## config.mk

```make
export PLATFORM = sky130hd
export DESIGN_NAME = external_bus_wait_state_control
export DESIGN_NICKNAME = d
export VERILOG_FILES = /design/src/core/ebw_pkg.sv /design/src/core/external_bus_wait_state_control.sv
export VERILOG_INCLUDE_DIRS = /design/src /design/src/core
export SDC_FILE = /design/constraint.sdc
export NUM_CORES = 1
export LEC_CHECK = 0
export ABC_AREA = 1
export BUFFER_PORTS_ARGS = -buffer_cell sky130_fd_sc_hd__buf_2
export CAP_MARGIN = 5
export CORE_ASPECT_RATIO = 0.75
export CORE_MARGIN = 2
export CORE_UTILIZATION = 35
export CTS_CLUSTER_SIZE = 12
export DETAILED_ROUTE_END_ITERATION = 8
export HOLD_SLACK_MARGIN = 0.1
export PLACE_DENSITY = 0.64
export SYNTH_ARGS = -nofsm -noshare
export SYNTH_HDL_FRONTEND = slang
export SYNTH_SLANG_ARGS = --single-unit
```

## constraint.sdc

```tcl
create_clock -name sys_clk -period 2 [get_ports sys_clk]
set_input_delay 0.1 -clock sys_clk [delete_from_list [all_inputs] [get_ports sys_clk]]
set_output_delay 0.1 -clock sys_clk [all_outputs]
set_load 0.05 [all_outputs]
```

## src/core/ebw_map.svh

```systemverilog
`ifndef EBW_MAP_SVH
`define EBW_MAP_SVH

// Register byte offsets on the Wishbone slave
`define EBW_WAIT_STATE_OFS   4'h0
`define EBW_BANK_SWITCH_OFS  4'h4
`define EBW_WAIT_CTRL_OFS    4'h8
`define EBW_STATUS_OFS       4'hc

// Reset values
`define EBW_WAIT_STATE_RST   16'h7fff
`define EBW_BANK_SWITCH_RST  16'h0000
`define EBW_WAIT_CTRL_RST    16'h0000

// Wait-state register field positions (3-bit fields)
`define EBW_XPA_BIT          15
`define EBW_IO_LSB           12
`define EBW_DATA_HI_LSB      9
`define EBW_DATA_LO_LSB      6
`define EBW_PROG_HI_LSB      3
`define EBW_PROG_LO_LSB      0

// Bank-switch register field positions
`define EBW_BANK_CMP_MSB     15
`define EBW_BANK_CMP_LSB     12
`define EBW_TURN_BIT         11
`define EBW_KEEP_BIT         1
`define EBW_BUS_OFF_BIT      0
`define EBW_BANK_SWITCH_WMASK 16'hf803

// Wait control register
`define EBW_MULT_BIT         0

// Timing counts
`define EBW_READY_MIN_WAITS  4'h2
`define EBW_MAX_FIELD        3'h7

`endif

```

## src/core/ebw_pkg.sv

```systemverilog
package ebw_pkg;

	// Address space of a bus access
	typedef enum logic [1:0] {SPACE_PROG, SPACE_DATA, SPACE_IO} space_t;

	// External bus sequencer states
	typedef enum logic [2:0] {ST_IDLE, ST_TURN, ST_ACC, ST_WAIT, ST_RDY, ST_END} bus_state_t;

endpackage

```

## src/core/external_bus_wait_state_control.sv

```systemverilog
`timescale 1ns/1ps
`include "ebw_map.svh"
module external_bus_wait_state_control
#(
	parameter int HAS_XPA  = 1,
	parameter int HAS_MULT = 1
)
(
	input  wire logic            sys_clk,
	input  wire logic            reset_n,
	input  wire logic            wb_cyc_i,
	input  wire logic            wb_stb_i,
	input  wire logic            wb_we_i,
	input  wire logic [3:0]      wb_adr_i,
	input  wire logic [3:0]      wb_sel_i,
	input  wire logic [31:0]     wb_dat_i,
	output logic      [31:0]     wb_dat_o,
	output logic                 wb_ack_o,
	input  wire logic            reqValid,
	output logic                 reqReady,
	input  wire ebw_pkg::space_t reqSpace,
	input  wire logic            reqWrite,
	input  wire logic [15:0]     reqAddr,
	input  wire logic [15:0]     reqWdata,
	output logic                 respValid,
	output logic      [15:0]     respRdata,
	input  wire logic            setFlagInstr,
	input  wire logic            clearFlagInstr,
	input  wire logic            loadStatusOne,
	output logic      [15:0]     extAddr,
	input  wire logic [15:0]     dataIn,
	output logic      [15:0]     dataOut,
	output logic                 dataOe,
	output logic                 dataKeepEn,
	output logic                 ioSpaceStrobeN,
	output logic                 progStrobeN,
	output logic                 dataStrobeN,
	output logic                 xferRead,
	input  wire logic            readyIn,
	output logic                 microstateDoneN,
	output logic                 externalFlagOut
);
	import ebw_pkg::*;

	// Refuse parameter values the logic cannot serve
	if (HAS_XPA < 0 || HAS_XPA > 1)
	begin : g_bad_xpa
		$error("HAS_XPA must be 0 or 1");
	end
	if (HAS_MULT < 0 || HAS_MULT > 1)
	begin : g_bad_mult
		$error("HAS_MULT must be 0 or 1");
	end

	logic [15:0] waitState_ff;
	logic [15:0] bankSwitch_ff;
	logic        waitMult_ff;
	logic        ackOut_ff;
	logic [31:0] rdData_ff;
	logic        readyMeta_ff;
	logic        readySync2_ff;
	logic        readySync3_ff;
	logic        readyLvl_ff;
	bus_state_t  state_ff;
	logic [3:0]  waitIdx_ff;
	logic [3:0]  waitTotal_ff;
	logic [2:0]  accField_ff;
	logic        accMult_ff;
	logic        readyChk_ff;
	space_t      accSpace_ff;
	logic        accWrite_ff;
	logic [15:0] accAddr_ff;
	logic [15:0] accWdata_ff;
	logic [15:0] extAddr_ff;
	logic [15:0] dataOut_ff;
	logic        dataOe_ff;
	logic        ioStrobeN_ff;
	logic        progStrobeN_ff;
	logic        dataStrobeN_ff;
	logic        xferRead_ff;
	logic        msDoneN_ff;
	logic        flag_ff;
	logic        reqReady_ff;
	logic        respValid_ff;
	logic [15:0] respRdata_ff;
	logic        prevValid_ff;
	logic        prevRead_ff;
	space_t      prevSpace_ff;
	logic [3:0]  prevBank_ff;

	// Scale a 3-bit field by the optional multiplier
	function automatic logic [3:0] scaleWait(input logic [2:0] field, input logic mult);
		scaleWait = mult ? {field, 1'b0} : {1'b0, field};
	endfunction

	// Pick the 3-bit field of the addressed block
	function automatic logic [2:0] blockField(input logic [15:0] wsr, input space_t sp,
		input logic [15:0] addr, input logic extended_prog_addressing);
		logic hi;
		hi = addr[15];
		blockField = wsr[`EBW_PROG_LO_LSB +: 3];
		unique case (sp)
			SPACE_IO:   blockField = wsr[`EBW_IO_LSB +: 3];
			SPACE_DATA: blockField = hi ? wsr[`EBW_DATA_HI_LSB +: 3] : wsr[`EBW_DATA_LO_LSB +: 3];
			SPACE_PROG: blockField = (hi || extended_prog_addressing) ? wsr[`EBW_PROG_HI_LSB +: 3]
				: wsr[`EBW_PROG_LO_LSB +: 3];
		endcase
	endfunction

	logic        wbReq;
	logic        take;
	logic        xpaOn;
	logic        multOn;
	logic [2:0]  reqField;
	logic [3:0]  reqBank;
	logic        progDataSwap;
	logic        needTurn;
	logic        enterAcc;
	logic        lastWait;
	logic        endNow;
	logic [15:0] bankWrMasked;

	// Request decode and turnaround decision
	assign wbReq        = wb_cyc_i && wb_stb_i && !ackOut_ff;
	assign take         = (state_ff == ST_IDLE) && reqValid && reqReady_ff;
	assign xpaOn        = (HAS_XPA == 1) && waitState_ff[`EBW_XPA_BIT];
	assign multOn       = (HAS_MULT == 1) && waitMult_ff;
	assign reqField     = blockField(waitState_ff, reqSpace, reqAddr, xpaOn);
	assign reqBank      = reqAddr[15:12] & bankSwitch_ff[`EBW_BANK_CMP_MSB:`EBW_BANK_CMP_LSB];
	assign progDataSwap = (reqSpace != SPACE_IO) && (prevSpace_ff != SPACE_IO)
		&& (reqSpace != prevSpace_ff);
	assign needTurn     = prevValid_ff && prevRead_ff && !reqWrite
		&& ((bankSwitch_ff[`EBW_TURN_BIT] && progDataSwap) || (reqBank != prevBank_ff));
	assign bankWrMasked = wb_dat_i[15:0] & `EBW_BANK_SWITCH_WMASK;
	assign enterAcc     = (take && !needTurn) || (state_ff == ST_TURN);
	assign lastWait     = (state_ff == ST_WAIT) && (waitIdx_ff == waitTotal_ff);
	assign endNow       = ((state_ff == ST_ACC) && (waitTotal_ff == 4'h0))
		|| (lastWait && (!readyChk_ff || readyLvl_ff))
		|| ((state_ff == ST_RDY) && readyLvl_ff);

	// Register writes with byte lanes, landing at the edge that sees ack high
	always_ff @(posedge sys_clk)
	begin
		if (!reset_n)
		begin
			waitState_ff  <= `EBW_WAIT_STATE_RST;
			bankSwitch_ff <= `EBW_BANK_SWITCH_RST;
			waitMult_ff   <= 1'(`EBW_WAIT_CTRL_RST);
		end
		else if (wb_cyc_i && wb_stb_i && wb_we_i && ackOut_ff)
		begin
			unique case (wb_adr_i)
				`EBW_WAIT_STATE_OFS:
				begin
					if (wb_sel_i[0]) waitState_ff[7:0] <= wb_dat_i[7:0];
					if (wb_sel_i[1]) waitState_ff[15:8] <= wb_dat_i[15:8];
				end
				`EBW_BANK_SWITCH_OFS:
				begin
					if (wb_sel_i[0])
						bankSwitch_ff[7:0] <= bankWrMasked[7:0];
					if (wb_sel_i[1])
						bankSwitch_ff[15:8] <= bankWrMasked[15:8];
				end
				`EBW_WAIT_CTRL_OFS:
				begin
					if (wb_sel_i[0]) waitMult_ff <= wb_dat_i[`EBW_MULT_BIT];
				end
				default: ;
			endcase
		end
	end

	// Read data and single-cycle acknowledge
	always_ff @(posedge sys_clk)
	begin
		if (!reset_n)
		begin
			ackOut_ff <= 1'b0;
			rdData_ff <= 32'h0000_0000;
		end
		else
		begin
			ackOut_ff <= wbReq;
			rdData_ff <= 32'h0000_0000;
			if (wbReq && !wb_we_i)
			begin
				unique case (wb_adr_i)
					`EBW_WAIT_STATE_OFS:
						rdData_ff[15:0] <= {xpaOn, waitState_ff[14:0]};
					`EBW_BANK_SWITCH_OFS:  rdData_ff[15:0] <= bankSwitch_ff;
					`EBW_WAIT_CTRL_OFS:    rdData_ff[0] <= multOn;
					`EBW_STATUS_OFS:
						rdData_ff[3:0] <= {flag_ff, msDoneN_ff, readyLvl_ff,
							state_ff != ST_IDLE};
					default: ;
				endcase
			end
		end
	end

	// Ready pin synchroniser; level changes once stages two and three agree
	always_ff @(posedge sys_clk)
	begin
		if (!reset_n)
		begin
			readyMeta_ff  <= 1'b1;
			readySync2_ff <= 1'b1;
			readySync3_ff <= 1'b1;
			readyLvl_ff   <= 1'b1;
		end
		else
		begin
			readyMeta_ff  <= readyIn;
			readySync2_ff <= readyMeta_ff;
			readySync3_ff <= readySync2_ff;
			if (readySync2_ff == readySync3_ff)
				readyLvl_ff <= readySync3_ff;
		end
	end

	// Access sequencer
	always_ff @(posedge sys_clk)
	begin
		if (!reset_n)
		begin
			state_ff     <= ST_IDLE;
			waitIdx_ff   <= 4'h0;
			waitTotal_ff <= 4'h0;
			accField_ff  <= 3'h0;
			accMult_ff   <= 1'b0;
			readyChk_ff  <= 1'b0;
			accSpace_ff  <= SPACE_PROG;
			accWrite_ff  <= 1'b0;
			accAddr_ff   <= 16'h0000;
			accWdata_ff  <= 16'h0000;
		end
		else
		begin
			unique case (state_ff)
				ST_IDLE:
				begin
					if (take)
					begin
						accField_ff  <= reqField;
						accMult_ff   <= multOn;
						waitTotal_ff <= scaleWait(reqField, multOn);
						readyChk_ff  <= scaleWait(reqField, multOn) >= `EBW_READY_MIN_WAITS;
						accSpace_ff  <= reqSpace;
						accWrite_ff  <= reqWrite;
						accAddr_ff   <= reqAddr;
						accWdata_ff  <= reqWdata;
						state_ff     <= needTurn ? ST_TURN : ST_ACC;
					end
				end
				ST_TURN: state_ff <= ST_ACC;
				ST_ACC:
				begin
					waitIdx_ff <= 4'h1;
					state_ff   <= endNow ? ST_END : ST_WAIT;
				end
				ST_WAIT:
				begin
					waitIdx_ff <= 4'(waitIdx_ff + 4'h1);
					if (lastWait)
						state_ff <= endNow ? ST_END : ST_RDY;
				end
				ST_RDY:
				begin
					if (endNow)
						state_ff <= ST_END;
				end
				ST_END: state_ff <= ST_IDLE;
			endcase
		end
	end

	// Pin drive held for the whole stretched access
	always_ff @(posedge sys_clk)
	begin
		if (!reset_n)
		begin
			extAddr_ff     <= 16'h0000;
			dataOut_ff     <= 16'h0000;
			dataOe_ff      <= 1'b0;
			ioStrobeN_ff   <= 1'b1;
			progStrobeN_ff <= 1'b1;
			dataStrobeN_ff <= 1'b1;
			xferRead_ff    <= 1'b1;
		end
		else if (enterAcc)
		begin
			extAddr_ff     <= (state_ff == ST_TURN) ? accAddr_ff : reqAddr;
			if ((state_ff == ST_TURN) ? accWrite_ff : reqWrite)
			begin
				xferRead_ff <= 1'b0;
				dataOe_ff   <= 1'b1;
				dataOut_ff  <= (state_ff == ST_TURN) ? accWdata_ff : reqWdata;
			end
			ioStrobeN_ff   <= ((state_ff == ST_TURN) ? accSpace_ff : reqSpace) != SPACE_IO;
			progStrobeN_ff <= ((state_ff == ST_TURN) ? accSpace_ff : reqSpace) != SPACE_PROG;
			dataStrobeN_ff <= ((state_ff == ST_TURN) ? accSpace_ff : reqSpace) != SPACE_DATA;
		end
		else if (endNow)
		begin
			ioStrobeN_ff   <= 1'b1;
			progStrobeN_ff <= 1'b1;
			dataStrobeN_ff <= 1'b1;
			xferRead_ff    <= 1'b1;
			dataOe_ff      <= 1'b0;
			if (!accWrite_ff && bankSwitch_ff[`EBW_KEEP_BIT])
				dataOut_ff <= dataIn;
		end
	end

	// Microstate-complete output
	always_ff @(posedge sys_clk)
	begin
		if (!reset_n)
			msDoneN_ff <= 1'b1;
		else if ((state_ff == ST_ACC) && !endNow && (waitTotal_ff >= 4'h2))
			msDoneN_ff <= 1'b0;
		else if ((state_ff == ST_WAIT) && (4'(waitIdx_ff + 4'h1) == waitTotal_ff))
			msDoneN_ff <= 1'b1;
	end

	// Request acceptance, completion and turnaround history
	always_ff @(posedge sys_clk)
	begin
		if (!reset_n)
		begin
			reqReady_ff  <= 1'b0;
			respValid_ff <= 1'b0;
			respRdata_ff <= 16'h0000;
			prevValid_ff <= 1'b0;
			prevRead_ff  <= 1'b0;
			prevSpace_ff <= SPACE_PROG;
			prevBank_ff  <= 4'h0;
		end
		else
		begin
			reqReady_ff  <= ((state_ff == ST_END) || ((state_ff == ST_IDLE) && !take))
				&& !bankSwitch_ff[`EBW_BUS_OFF_BIT];
			respValid_ff <= endNow;
			if (endNow)
			begin
				respRdata_ff <= accWrite_ff ? 16'h0000 : dataIn;
				prevValid_ff <= 1'b1;
				prevRead_ff  <= !accWrite_ff;
				prevSpace_ff <= accSpace_ff;
				prevBank_ff  <= accAddr_ff[15:12]
					& bankSwitch_ff[`EBW_BANK_CMP_MSB:`EBW_BANK_CMP_LSB];
			end
		end
	end

	// Latched external flag; set wins if both arrive together
	always_ff @(posedge sys_clk)
	begin
		if (!reset_n)
			flag_ff <= 1'b0;
		else if (setFlagInstr)
			flag_ff <= 1'b1;
		else if (clearFlagInstr || loadStatusOne)
			flag_ff <= 1'b0;
	end

	assign wb_dat_o        = rdData_ff;
	assign wb_ack_o        = ackOut_ff;
	assign reqReady        = reqReady_ff;
	assign respValid       = respValid_ff;
	assign respRdata       = respRdata_ff;
	assign extAddr         = extAddr_ff;
	assign dataOut         = dataOut_ff;
	assign dataOe          = dataOe_ff;
	assign dataKeepEn      = bankSwitch_ff[`EBW_KEEP_BIT];
	assign ioSpaceStrobeN  = ioStrobeN_ff;
	assign progStrobeN     = progStrobeN_ff;
	assign dataStrobeN     = dataStrobeN_ff;
	assign xferRead        = xferRead_ff;
	assign microstateDoneN = msDoneN_ff;
	assign externalFlagOut = flag_ff;
endmodule

```

==> metrics.md, run 1 <==
| Metric | Value |
|---|---|
| Cell Rows | 44 |
| Fin util | 0.485 |
| Layout cells sized above 1 | 0.204 |
| DR DRC count | 0 |
| Clock latency on the worst-skew pair | 420 ps |
| Hold Path Class | in2reg |
| Setup crit end kind | flip-flop |
| Initial DRC count | 552 |
| Seq/Total Area, Yosys | 0.451 |
| Overall Global Routing Usage | 0.193 |
| Antenna violations before repair | 2 |
| Synthesized area per cell | 7.11 um^2 |
| Final HPWL DP | 13.6 mm |
| Drt via density | 4.76 |
| Antenna-violating nets left | 0 |
| FILL cells | 1910 |
| Worst hold start | wb_adr_i[1] |
| Area share of the largest cell type after synthesis | 0.451 |
| Clock transition at path regs | 60 ps |
| Die X-Extent | 167 um |
| Peak Freq | 527 MHz |
| Post-synthesis register bit count | 157 |
| Routability congestion estimate from global placement | 0.838 |
| Synth area leaders | dfxtp_1 (45%), nand2_1 (11%), o21ai_0 (8.0%), nor2_1 (5.9%), a21oi_1 (5.8%) |
| Slowest library cell on the worst path | dlygate4sd3_1 |
| MaxCap Viol Count | 0 |
| M2 GR Usage | 0.287 |
| Critical Path Source Type | input port |
| Starting Density | 0.358 |
| CTS tree | done |
| Gr busiest metal | met2 |
| Area leader, netlist | dfxtp_1 |
| DR WL/cell | 13.8 um |
| Leakage | 4.40 nW |
| Setup CP Type | in2reg |
| Area delta synth->final | 35.4% |
| Crit path depth | 9 |
| RSZ-0062 raised after global routing | false |
| Worst Setup SP | wb_stb_i |
| Final wirelength | 20.2 mm |
| Reg area | 3140 um^2 |
| Drt first pass iters | 5 |
| Num CTS Buffers | 17 |
| Count of pins over their slew limit | 0 |
| Setup violators final | 0 |
| Top-count cell post-synth | nand2_1 |
| Reg-to-Reg Start | state_ff[2] |
| # IOs | 192 |
| Final nets | 1306 |
| CTS Sinks | 157 |
| CORE AREA | 19400 um^2 |
| Reg2reg path depth | 9 |
| Worst-path maximum fanout | 15 |
| GR Layer Usage met1 | 0.276 |
| Skew final | 8.92 ps |
| Synth warn | 0 |
| EDFF count, synth | 0 |
| CP arrival | 2250 ps |
| Worst path top cell family by delay | buffers and inverters |
| H-tree depth | 4 |
| Period utilization | 0.949 |
| Critical Path End | wb_dat_o[2] |
| Largest net degree at the start of global routing | 106 |
| PD cells | 1350 nW/um^2 |
| Commonest cells in the netlist | nand2_1 (204), dfxtp_1 (157), o21ai_0 (111) |
| IO Port Bufs | 157 |
| CTS Buffer Depth | 2 |
| Gr ovfl total | 0 |
| Die area | 21100 um^2 |
| Min cycle time layout | 1900 ps |
| WP data required | 2350 ps |
| Synth Flop Type | dfxtp_1 |
| Root buffer cell | clkbuf_16 |
| R2R Path End | respRdata[4] |
| Setup TNS | 0 ps |
| Synth unique cells | 41 |
| Mapped cell area | 6960 um^2 |
| Status | completed |
| FFs w/ async S/R, synth | 0 |
| Buffers plus inverters on the worst setup path | 4 |
| Multi-input gate area | 3140 um^2 |
| Final Hold Vio Count | 0 |
| First-pass GRT wire length | 33.0 mm |
| Gate Count Post-Synth | 980 |
| Max IR drop VDD | 902 uV |
| Slowest stage delay, CP | 570 ps |
| Vias in the first global route | 6416 |
| Via count | 7000 |
| Die Ht | 126 um |
| Met3 usage | 0.0497 |
| Most common cell on crit path | dlygate4sd3_1 |
| R2R setup slack | 180 ps |
| Critical-path cell list | dlygate4sd3_1 > buf_2 > nand2_1 > dlygate4sd3_1 > nor3_1 > nand2_2 > inv_1 > nand3_1 > a21oi_1 |
[tightest hold or removal path: cells and delay by family]
family / cells / cell delay, ps
AOI/OAI and AO/OA: 1 / 50
buffers and inverters: 2 / 140
and+or+nand+nor: 3 / 200
[cell usage in the layout, fill, tap and decap left out, types with 3 or more instances in the layout]
cell type / instances
nand2_4: 3
buf_12: 4
inv_2: 8
nand2_2: 3
nor2_2: 3
o31ai_1: 4
dlygate4sd3_1: 76
o211ai_1: 11
clkinvlp_4: 3
or2_2: 6
clkbuf_16: 17
nand2_1: 202
dfxtp_1: 157
conb_1: 16
bufinv_16: 4
inv_1: 95
xor2_1: 7
buf_4: 21
nor2_1: 108
nor3_1: 10
a21oi_1: 81
buf_2: 157
clkinv_4: 4
nand3_1: 74
o21ai_0: 110
nand4_1: 5
[worst min path at each step]
stage                          end  slack (ps)  depth (start not counted)
finish                 wb_dat_o[2]         130                          6
global route        accAddr_ff[15]         160                          4
CTS                    wb_dat_o[2]         120                          6
detailed placement    readyMeta_ff         300                          2
global placement      readyMeta_ff         290                          2
floorplan             readyMeta_ff         210                          1
[metal layers]
layer	wire, um	share of wire
met1	9900	0.49
met2	8560	0.42
met3	1520	0.075
met4	245	0.012
met5	11	0.00054
[report_power, final]
| group | switching (mW) | internal (mW) | leakage, nW |
|---|---|---|---|
| Sequential | 0.320 | 3.76 | 1.28 |
| Combinational | 3.67 | 1.47 | 2.82 |
| Clock | 1.37 | 2.17 | 0.303 |
[logic make-up (layout without fill, tap and decap cells)]
logic type,after synthesis,after routing,synth area share
DFF,157,157,0.451
other,1,17,0.000538
buffers and inverters,173,395,0.108
adders and majority gates,1,1,0.00180
xor gates and xnor gates,7,7,0.00880
AOI/OAI and AO/OA,216,216,0.167
and+or+nand+nor,425,425,0.262
[repair_timing]
action	CTS	global route
setup endpoints to repair	0	47
hold buffers	76	0
resized for setup	0	9
buffers inserted	0	1
endpoints found under the hold margin	110	0
[through the flow]
step	setup slack [ps]	total power, mW	instances	hold WS (ps)	instance area (um^2)
after CTS	66.4	12.8	1469	115	9400
after global routing	9.71	13.5	1470	165	9430
after detailed placement	117	9.08	1361	296	7990
final	102	12.8	1471	134	9430
after floorplan	325	7.83	995	207	7020
after global placement	138	9.03	1361	291	7990
[sequential cells by signal, summed over array words and instances (netlist names), 2 cells and up]
register,count
waitIdx_ff,4
state_ff,3
waitState_ff,16
respRdata,16
extAddr,16
prevSpace_ff,2
accWdata_ff,16
waitTotal_ff,4
accAddr_ff,16
dataOut,16
bankSwitch_ff,7
wb_dat_o,16
accSpace_ff,2
prevBank_ff,4
[cell type report]
class / count / area share
multi-input combinational: 665 / 0.333
sequential: 157 / 0.333
timing repair buffer: 258 / 0.189
clock buffer: 20 / 0.0484
inverter: 105 / 0.0423
tap: 253 / 0.0336
clock inverter: 12 / 0.0198
antenna: 1 / 0.000265
(Power assumes the default switching activity.)
==> run 2: changes to the inputs <==
Settings changed: PLACE_DENSITY 0.64 to 0.66.
Clock period 2 ns to 1.7 ns, I/O delays scaled along.
==> run 2 against run 1 <==
Sequential power rose by 18%. Via count rose by 3.3%. Total power rose by 25%. Routed wire length rose by 3.1%. First-iteration DRC count rose by 8.5%. Setup slack got worse by 48 ps. Register-to-register slack got worse by 130 ps. Die area did not move. Flip-flop and latch count did not move. Combinational power rose by 32%.
==> metrics.md, run 2 (synthesis gave the netlist of run 1 again) <==
| Metric | Value |
|---|---|
| Drt first pass iters | 6 |
| CTS Buffer Depth | 2 |
| Largest net degree at the start of global routing | 106 |
| Gr ovfl total | 0 |
| Max IR drop VDD | 1110 uV |
| Fin util | 0.510 |
| Status | completed |
| Skew final | 12.5 ps |
| IO Port Bufs | 157 |
| Root buffer cell | clkbuf_16 |
| Final wirelength | 20.9 mm |
| MaxCap Viol Count | 0 |
| Fin area | 9900 um^2 |
| Drt via density | 4.79 |
| Area after DPL | 8270 um^2 |
| WP data required | 2030 ps |
| Min cycle time layout | 1650 ps |
| # IOs | 192 |
| Die X-Extent | 167 um |
| Layout cells sized above 1 | 0.259 |
| DR DRC count | 0 |
| Num CTS Buffers | 17 |
| H-tree depth | 4 |
| Most frequent cells in the layout | nand2_1 (200), buf_2 (157), dfxtp_1 (146) |
| Clock latency on the worst-skew pair | 430 ps |
| PD cells | 1610 nW/um^2 |
| Via count | 7234 |
| Routability congestion estimate from global placement | 0.873 |
| Die Ht | 126 um |
| Reg area | 3160 um^2 |
| Vias in the first global route | 6585 |
| Slowest stage delay, CP | 360 ps |
| Clock transition at path regs | 70 ps |
| Initial DRC count | 599 |
| Area delta synth->final | 42.2% |
| CORE AREA | 19400 um^2 |
| Count of pins over their slew limit | 0 |
| Met3 usage | 0.0531 |
| DR WL/cell | 13.8 um |
| Gr busiest metal | met2 |
| M2 GR Usage | 0.295 |
| Setup CP Type | reg2reg |
| Slew at the pin with the worst max-slew slack | 567 ps |
| FILL cells | 1865 |
| Final HPWL DP | 14.0 mm |
| CTS Sinks | 157 |
| Commonest non-fill, non-tap cell in the layout | nand2_1 |
| Period utilization | 0.968 |
| Worst-path maximum fanout | 16 |
| Slowest library cell on the worst path | dfxtp_4 |
| Critical-path cell list | inv_2 > nor2_4 > inv_2 > nor2_4 > clkinv_4 > buf_8 > o21ai_4 > a21oi_4 > buf_12 > nor2_1 > nor2_1 |
| Critical Path Source Type | flip-flop |
| Overall Global Routing Usage | 0.195 |
| RSZ-0062 raised after global routing | true |
| Antenna violations before repair | 0 |
| Antenna Cells | 0 |
| Die area | 21100 um^2 |
| Starting Density | 0.358 |
| Hold Path Class | in2reg |
| CTS tree | done |
| Leakage | 4.66 nW |
| Final Hold Vio Count | 0 |
| Setup ws final | 54.0 ps |
| Setup violators final | 0 |
| First-pass GRT wire length | 33.2 mm |
| Final nets | 1345 |
| Setup crit end kind | flip-flop |
| Cell Rows | 44 |
| Antenna-violating nets left | 0 |
| Slew headroom | 0.621 |
| Peak Freq | 608 MHz |
| Setup TNS | 0 ps |
| Setup WS pre-CTS | -50.4 ps |
| CP arrival | 1980 ps |
| GR Layer Usage met1 | 0.278 |
| Multi-input gate area | 3210 um^2 |
## run 2: final timing paths
check	to	depth (start not counted)	startpoint	slack (ps)
max	dataOut[2]	11	state_ff[0]	50
min	wb_dat_o[2]	6	wb_adr_i[1]	140
max reg2reg	dataOut[2]	11	state_ff[0]	50
min reg2reg	readySync2_ff	1	readyMeta_ff	410
## run 2: layout make-up
cell class,instances,area share
multi-input cells,665,0.324
flip-flops and latches,157,0.319
repair buffers,297,0.217
clock buffers,19,0.0457
inverters,105,0.0406
well taps,253,0.0320
clock inverters,13,0.0212
## run 2: report_power, final
| part | internal (mW) | leakage [nW] | switching [mW] |
|---|---|---|---|
| sequential | 4.44 | 1.28 | 0.377 |
| clock | 2.69 | 0.320 | 1.61 |
| combinational | 2.24 | 3.05 | 4.56 |
| total | 9.37 | 4.66 | 6.55 |
## run 2: what timing repair did
action	4_1_cts	5_1_grt
gates resized for setup	5	57
hold endpoints to repair	107	0
pin swaps	0	9
endpoints found under the setup margin	4	62
hold buffers	74	0
cloned	0	2
setup buffers	0	5
## run 2: critical path, delay by kind of cell, from the launching register on
kind,cells,cell delay (ps)
DFF,1,360
AOI/OAI and AO/OA,2,350
buffers and inverters,5,500
and+or+nand+nor,4,340
## run 2: routing by layer
metal | up-vias | routed length [um]
met5 | - | 0
li1 | 3664 | -
met1 | 3320 | 10200
met4 | 0 | 297
met3 | 22 | 1390
met2 | 228 | 8940
## run 2: per-stage QoR
step                      instances  hold slack (ps)  total power [mW]
final                          1509              144              15.9
after global routing           1509              173              16.8
after CTS                      1502              120              15.5
after detailed placement       1396              281              11.1
after global placement         1396              283              11.0
after floorplan                 995              192              9.21
==> run 3: changes to the inputs <==
Settings changed: RECOVER_POWER from default to 100.
==> run 3 against run 2 <==
Routed wire length up 0.11%. Combinational power down 3%. Count of clock-buffer cells in the layout unchanged. Sequential power about the same. Non-clock buffer count unchanged. Global-route usage unchanged. Total power down 1.2%. Register-to-register slack about the same. Worst hold slack better by 3.3 ps. Critical endpoint unchanged. Highest routed layer unchanged.
==> metrics.md, run 3 (synthesis gave the netlist of run 1 again) <==
| Metric | Value |
|---|---|
| Slowest stage delay, CP | 360 ps |
| Antenna Cells | 0 |
| Leakage | 4.42 nW |
| CTS tree | done |
| Clock transition at path regs | 70 ps |
| H-tree depth | 4 |
| Most frequent cells in the layout | nand2_1 (200), dfxtp_1 (147), o21ai_0 (103) |
| Largest net degree at the start of global routing | 106 |
| Area after DPL | 8270 um^2 |
| Gr ovfl total | 0 |
| Worst-path maximum fanout | 16 |
| Hold Slack | 148 ps |
| Drt via density | 4.78 |
| CORE AREA | 19400 um^2 |
| Drt first pass iters | 5 |
| Setup crit end kind | flip-flop |
| IO Port Bufs | 157 |
| Root buffer cell | clkbuf_16 |
| Die X-Extent | 167 um |
| Setup CP Type | reg2reg |
| Die area | 21100 um^2 |
| Area delta synth->final | 40.6% |
| Max IR drop VDD | 1080 uV |
| DR DRC count | 0 |
| Critical-path cell list | buf_4 > nor2_4 > clkinv_4 > buf_8 > o21ai_4 > a21oi_4 > buf_12 > nor2_1 > nor2_1 |
| Initial DRC count | 663 |
| Final wirelength | 20.9 mm |
| MaxCap Viol Count | 0 |
| Antenna-violating nets left | 0 |
| Cell Rows | 44 |
| Commonest non-fill, non-tap cell in the layout | nand2_1 |
| Most common cell on crit path | nor2_1 |
| Setup violators final | 0 |
| CTS Buffer Depth | 2 |
| Non-filler cells, final | 1509 |
| Peak Freq | 606 MHz |
| Hold Path Class | in2reg |
| Starting Density | 0.358 |
| PD cells | 1610 nW/um^2 |
| Slew headroom | 0.456 |
| CTS Sinks | 157 |
| Min cycle time layout | 1650 ps |
| WP data required | 2030 ps |
| Status | completed |
| DP Cell Count | 1396 |
| Skew final | 11.0 ps |
| Vias in the first global route | 6585 |
| Fin util | 0.504 |
| Slowest library cell on the worst path | dfxtp_1 |
| Routability congestion estimate from global placement | 0.873 |
| Final Hold Vio Count | 0 |
| Critical Path Source Type | flip-flop |
| Layout cells sized above 1 | 0.205 |
| DR WL/cell | 13.8 um |
| First-pass GRT wire length | 33.2 mm |
| Num CTS Buffers | 17 |
| RSZ-0062 raised after global routing | true |
| Count of pins over their slew limit | 0 |
| Period utilization | 0.970 |
| Die Ht | 126 um |
| CP arrival | 1980 ps |
| Final HPWL DP | 14.0 mm |
| Overall Global Routing Usage | 0.195 |
| Final nets | 1345 |
| Slew at the pin with the worst max-slew slack | 817 ps |
| # IOs | 192 |
| Fin area | 9790 um^2 |
| Via count | 7218 |
| Antenna violations before repair | 0 |
| Clock latency on the worst-skew pair | 430 ps |
-- run 3: changes by cell type in the layout (fill, tap and decap cells not counted), sizes merged --
cell,before,now
buf,222,156
clkbuf,20,86
-- run 3: path summary, 6_finish.rpt --
check	startpoint	end	slack, ps	depth (start not counted)
hold / removal	wb_adr_i[1]	wb_dat_o[2]	150	6
setup reg to reg	state_ff[2]	dataOut[2]	50	9
setup / recovery	state_ff[2]	dataOut[2]	50	9
hold reg to reg	readyMeta_ff	readySync2_ff	410	1
-- run 3: metrics by stage --
step / TNS [ps] / power, mW / worst slack, ps
floorplan: 0 / 9.21 / 25.0
global placement: -186 / 11.0 / -77.7
detailed placement: -95.4 / 11.1 / -50.4
CTS: 0 / 15.5 / 3.85
global route: -895 / 16.6 / -57.2
finish: 0 / 15.7 / 50.4
-- run 3: area by class of cell --
type | instances | area [um^2]
Clock inverter | 13 | 210
Multi-Input combinational cell | 665 | 3200
Timing Repair Buffer | 297 | 2050
Fill cell | 1915 | 9640
Inverter | 105 | 402
Sequential cell | 157 | 3160
Tap cell | 253 | 317
Clock buffer | 19 | 453
-- run 3: routing by layer --
layer	vias up	track usage	part of all wire
met5	-	0	0
met4	0	0.0467	0.011
met3	16	0.0531	0.065
met2	209	0.295	0.43
met1	3332	0.278	0.49
li1	3661	-	-
-- run 3: where the power goes --
group	internal (mW)	switching (mW)
Combinational	2.06	4.54
Sequential	4.44	0.389
Clock	2.69	1.60
-- run 3: timing repair --
item,CTS,global route
gates cloned,0,2
hold buffers,74,0
resized for setup,5,57
buffers inserted,0,5
setup endpoints to repair,4,62
hold endpoints to repair,107,0
pin swaps,0,9
-- run 3: worst max-delay path: cells and delay by family, from the launching register on --
kind            cells  cell delay (ps)
flops               1              360
buf+inv             4              570
simple gates        3              280
compound gates      2              350
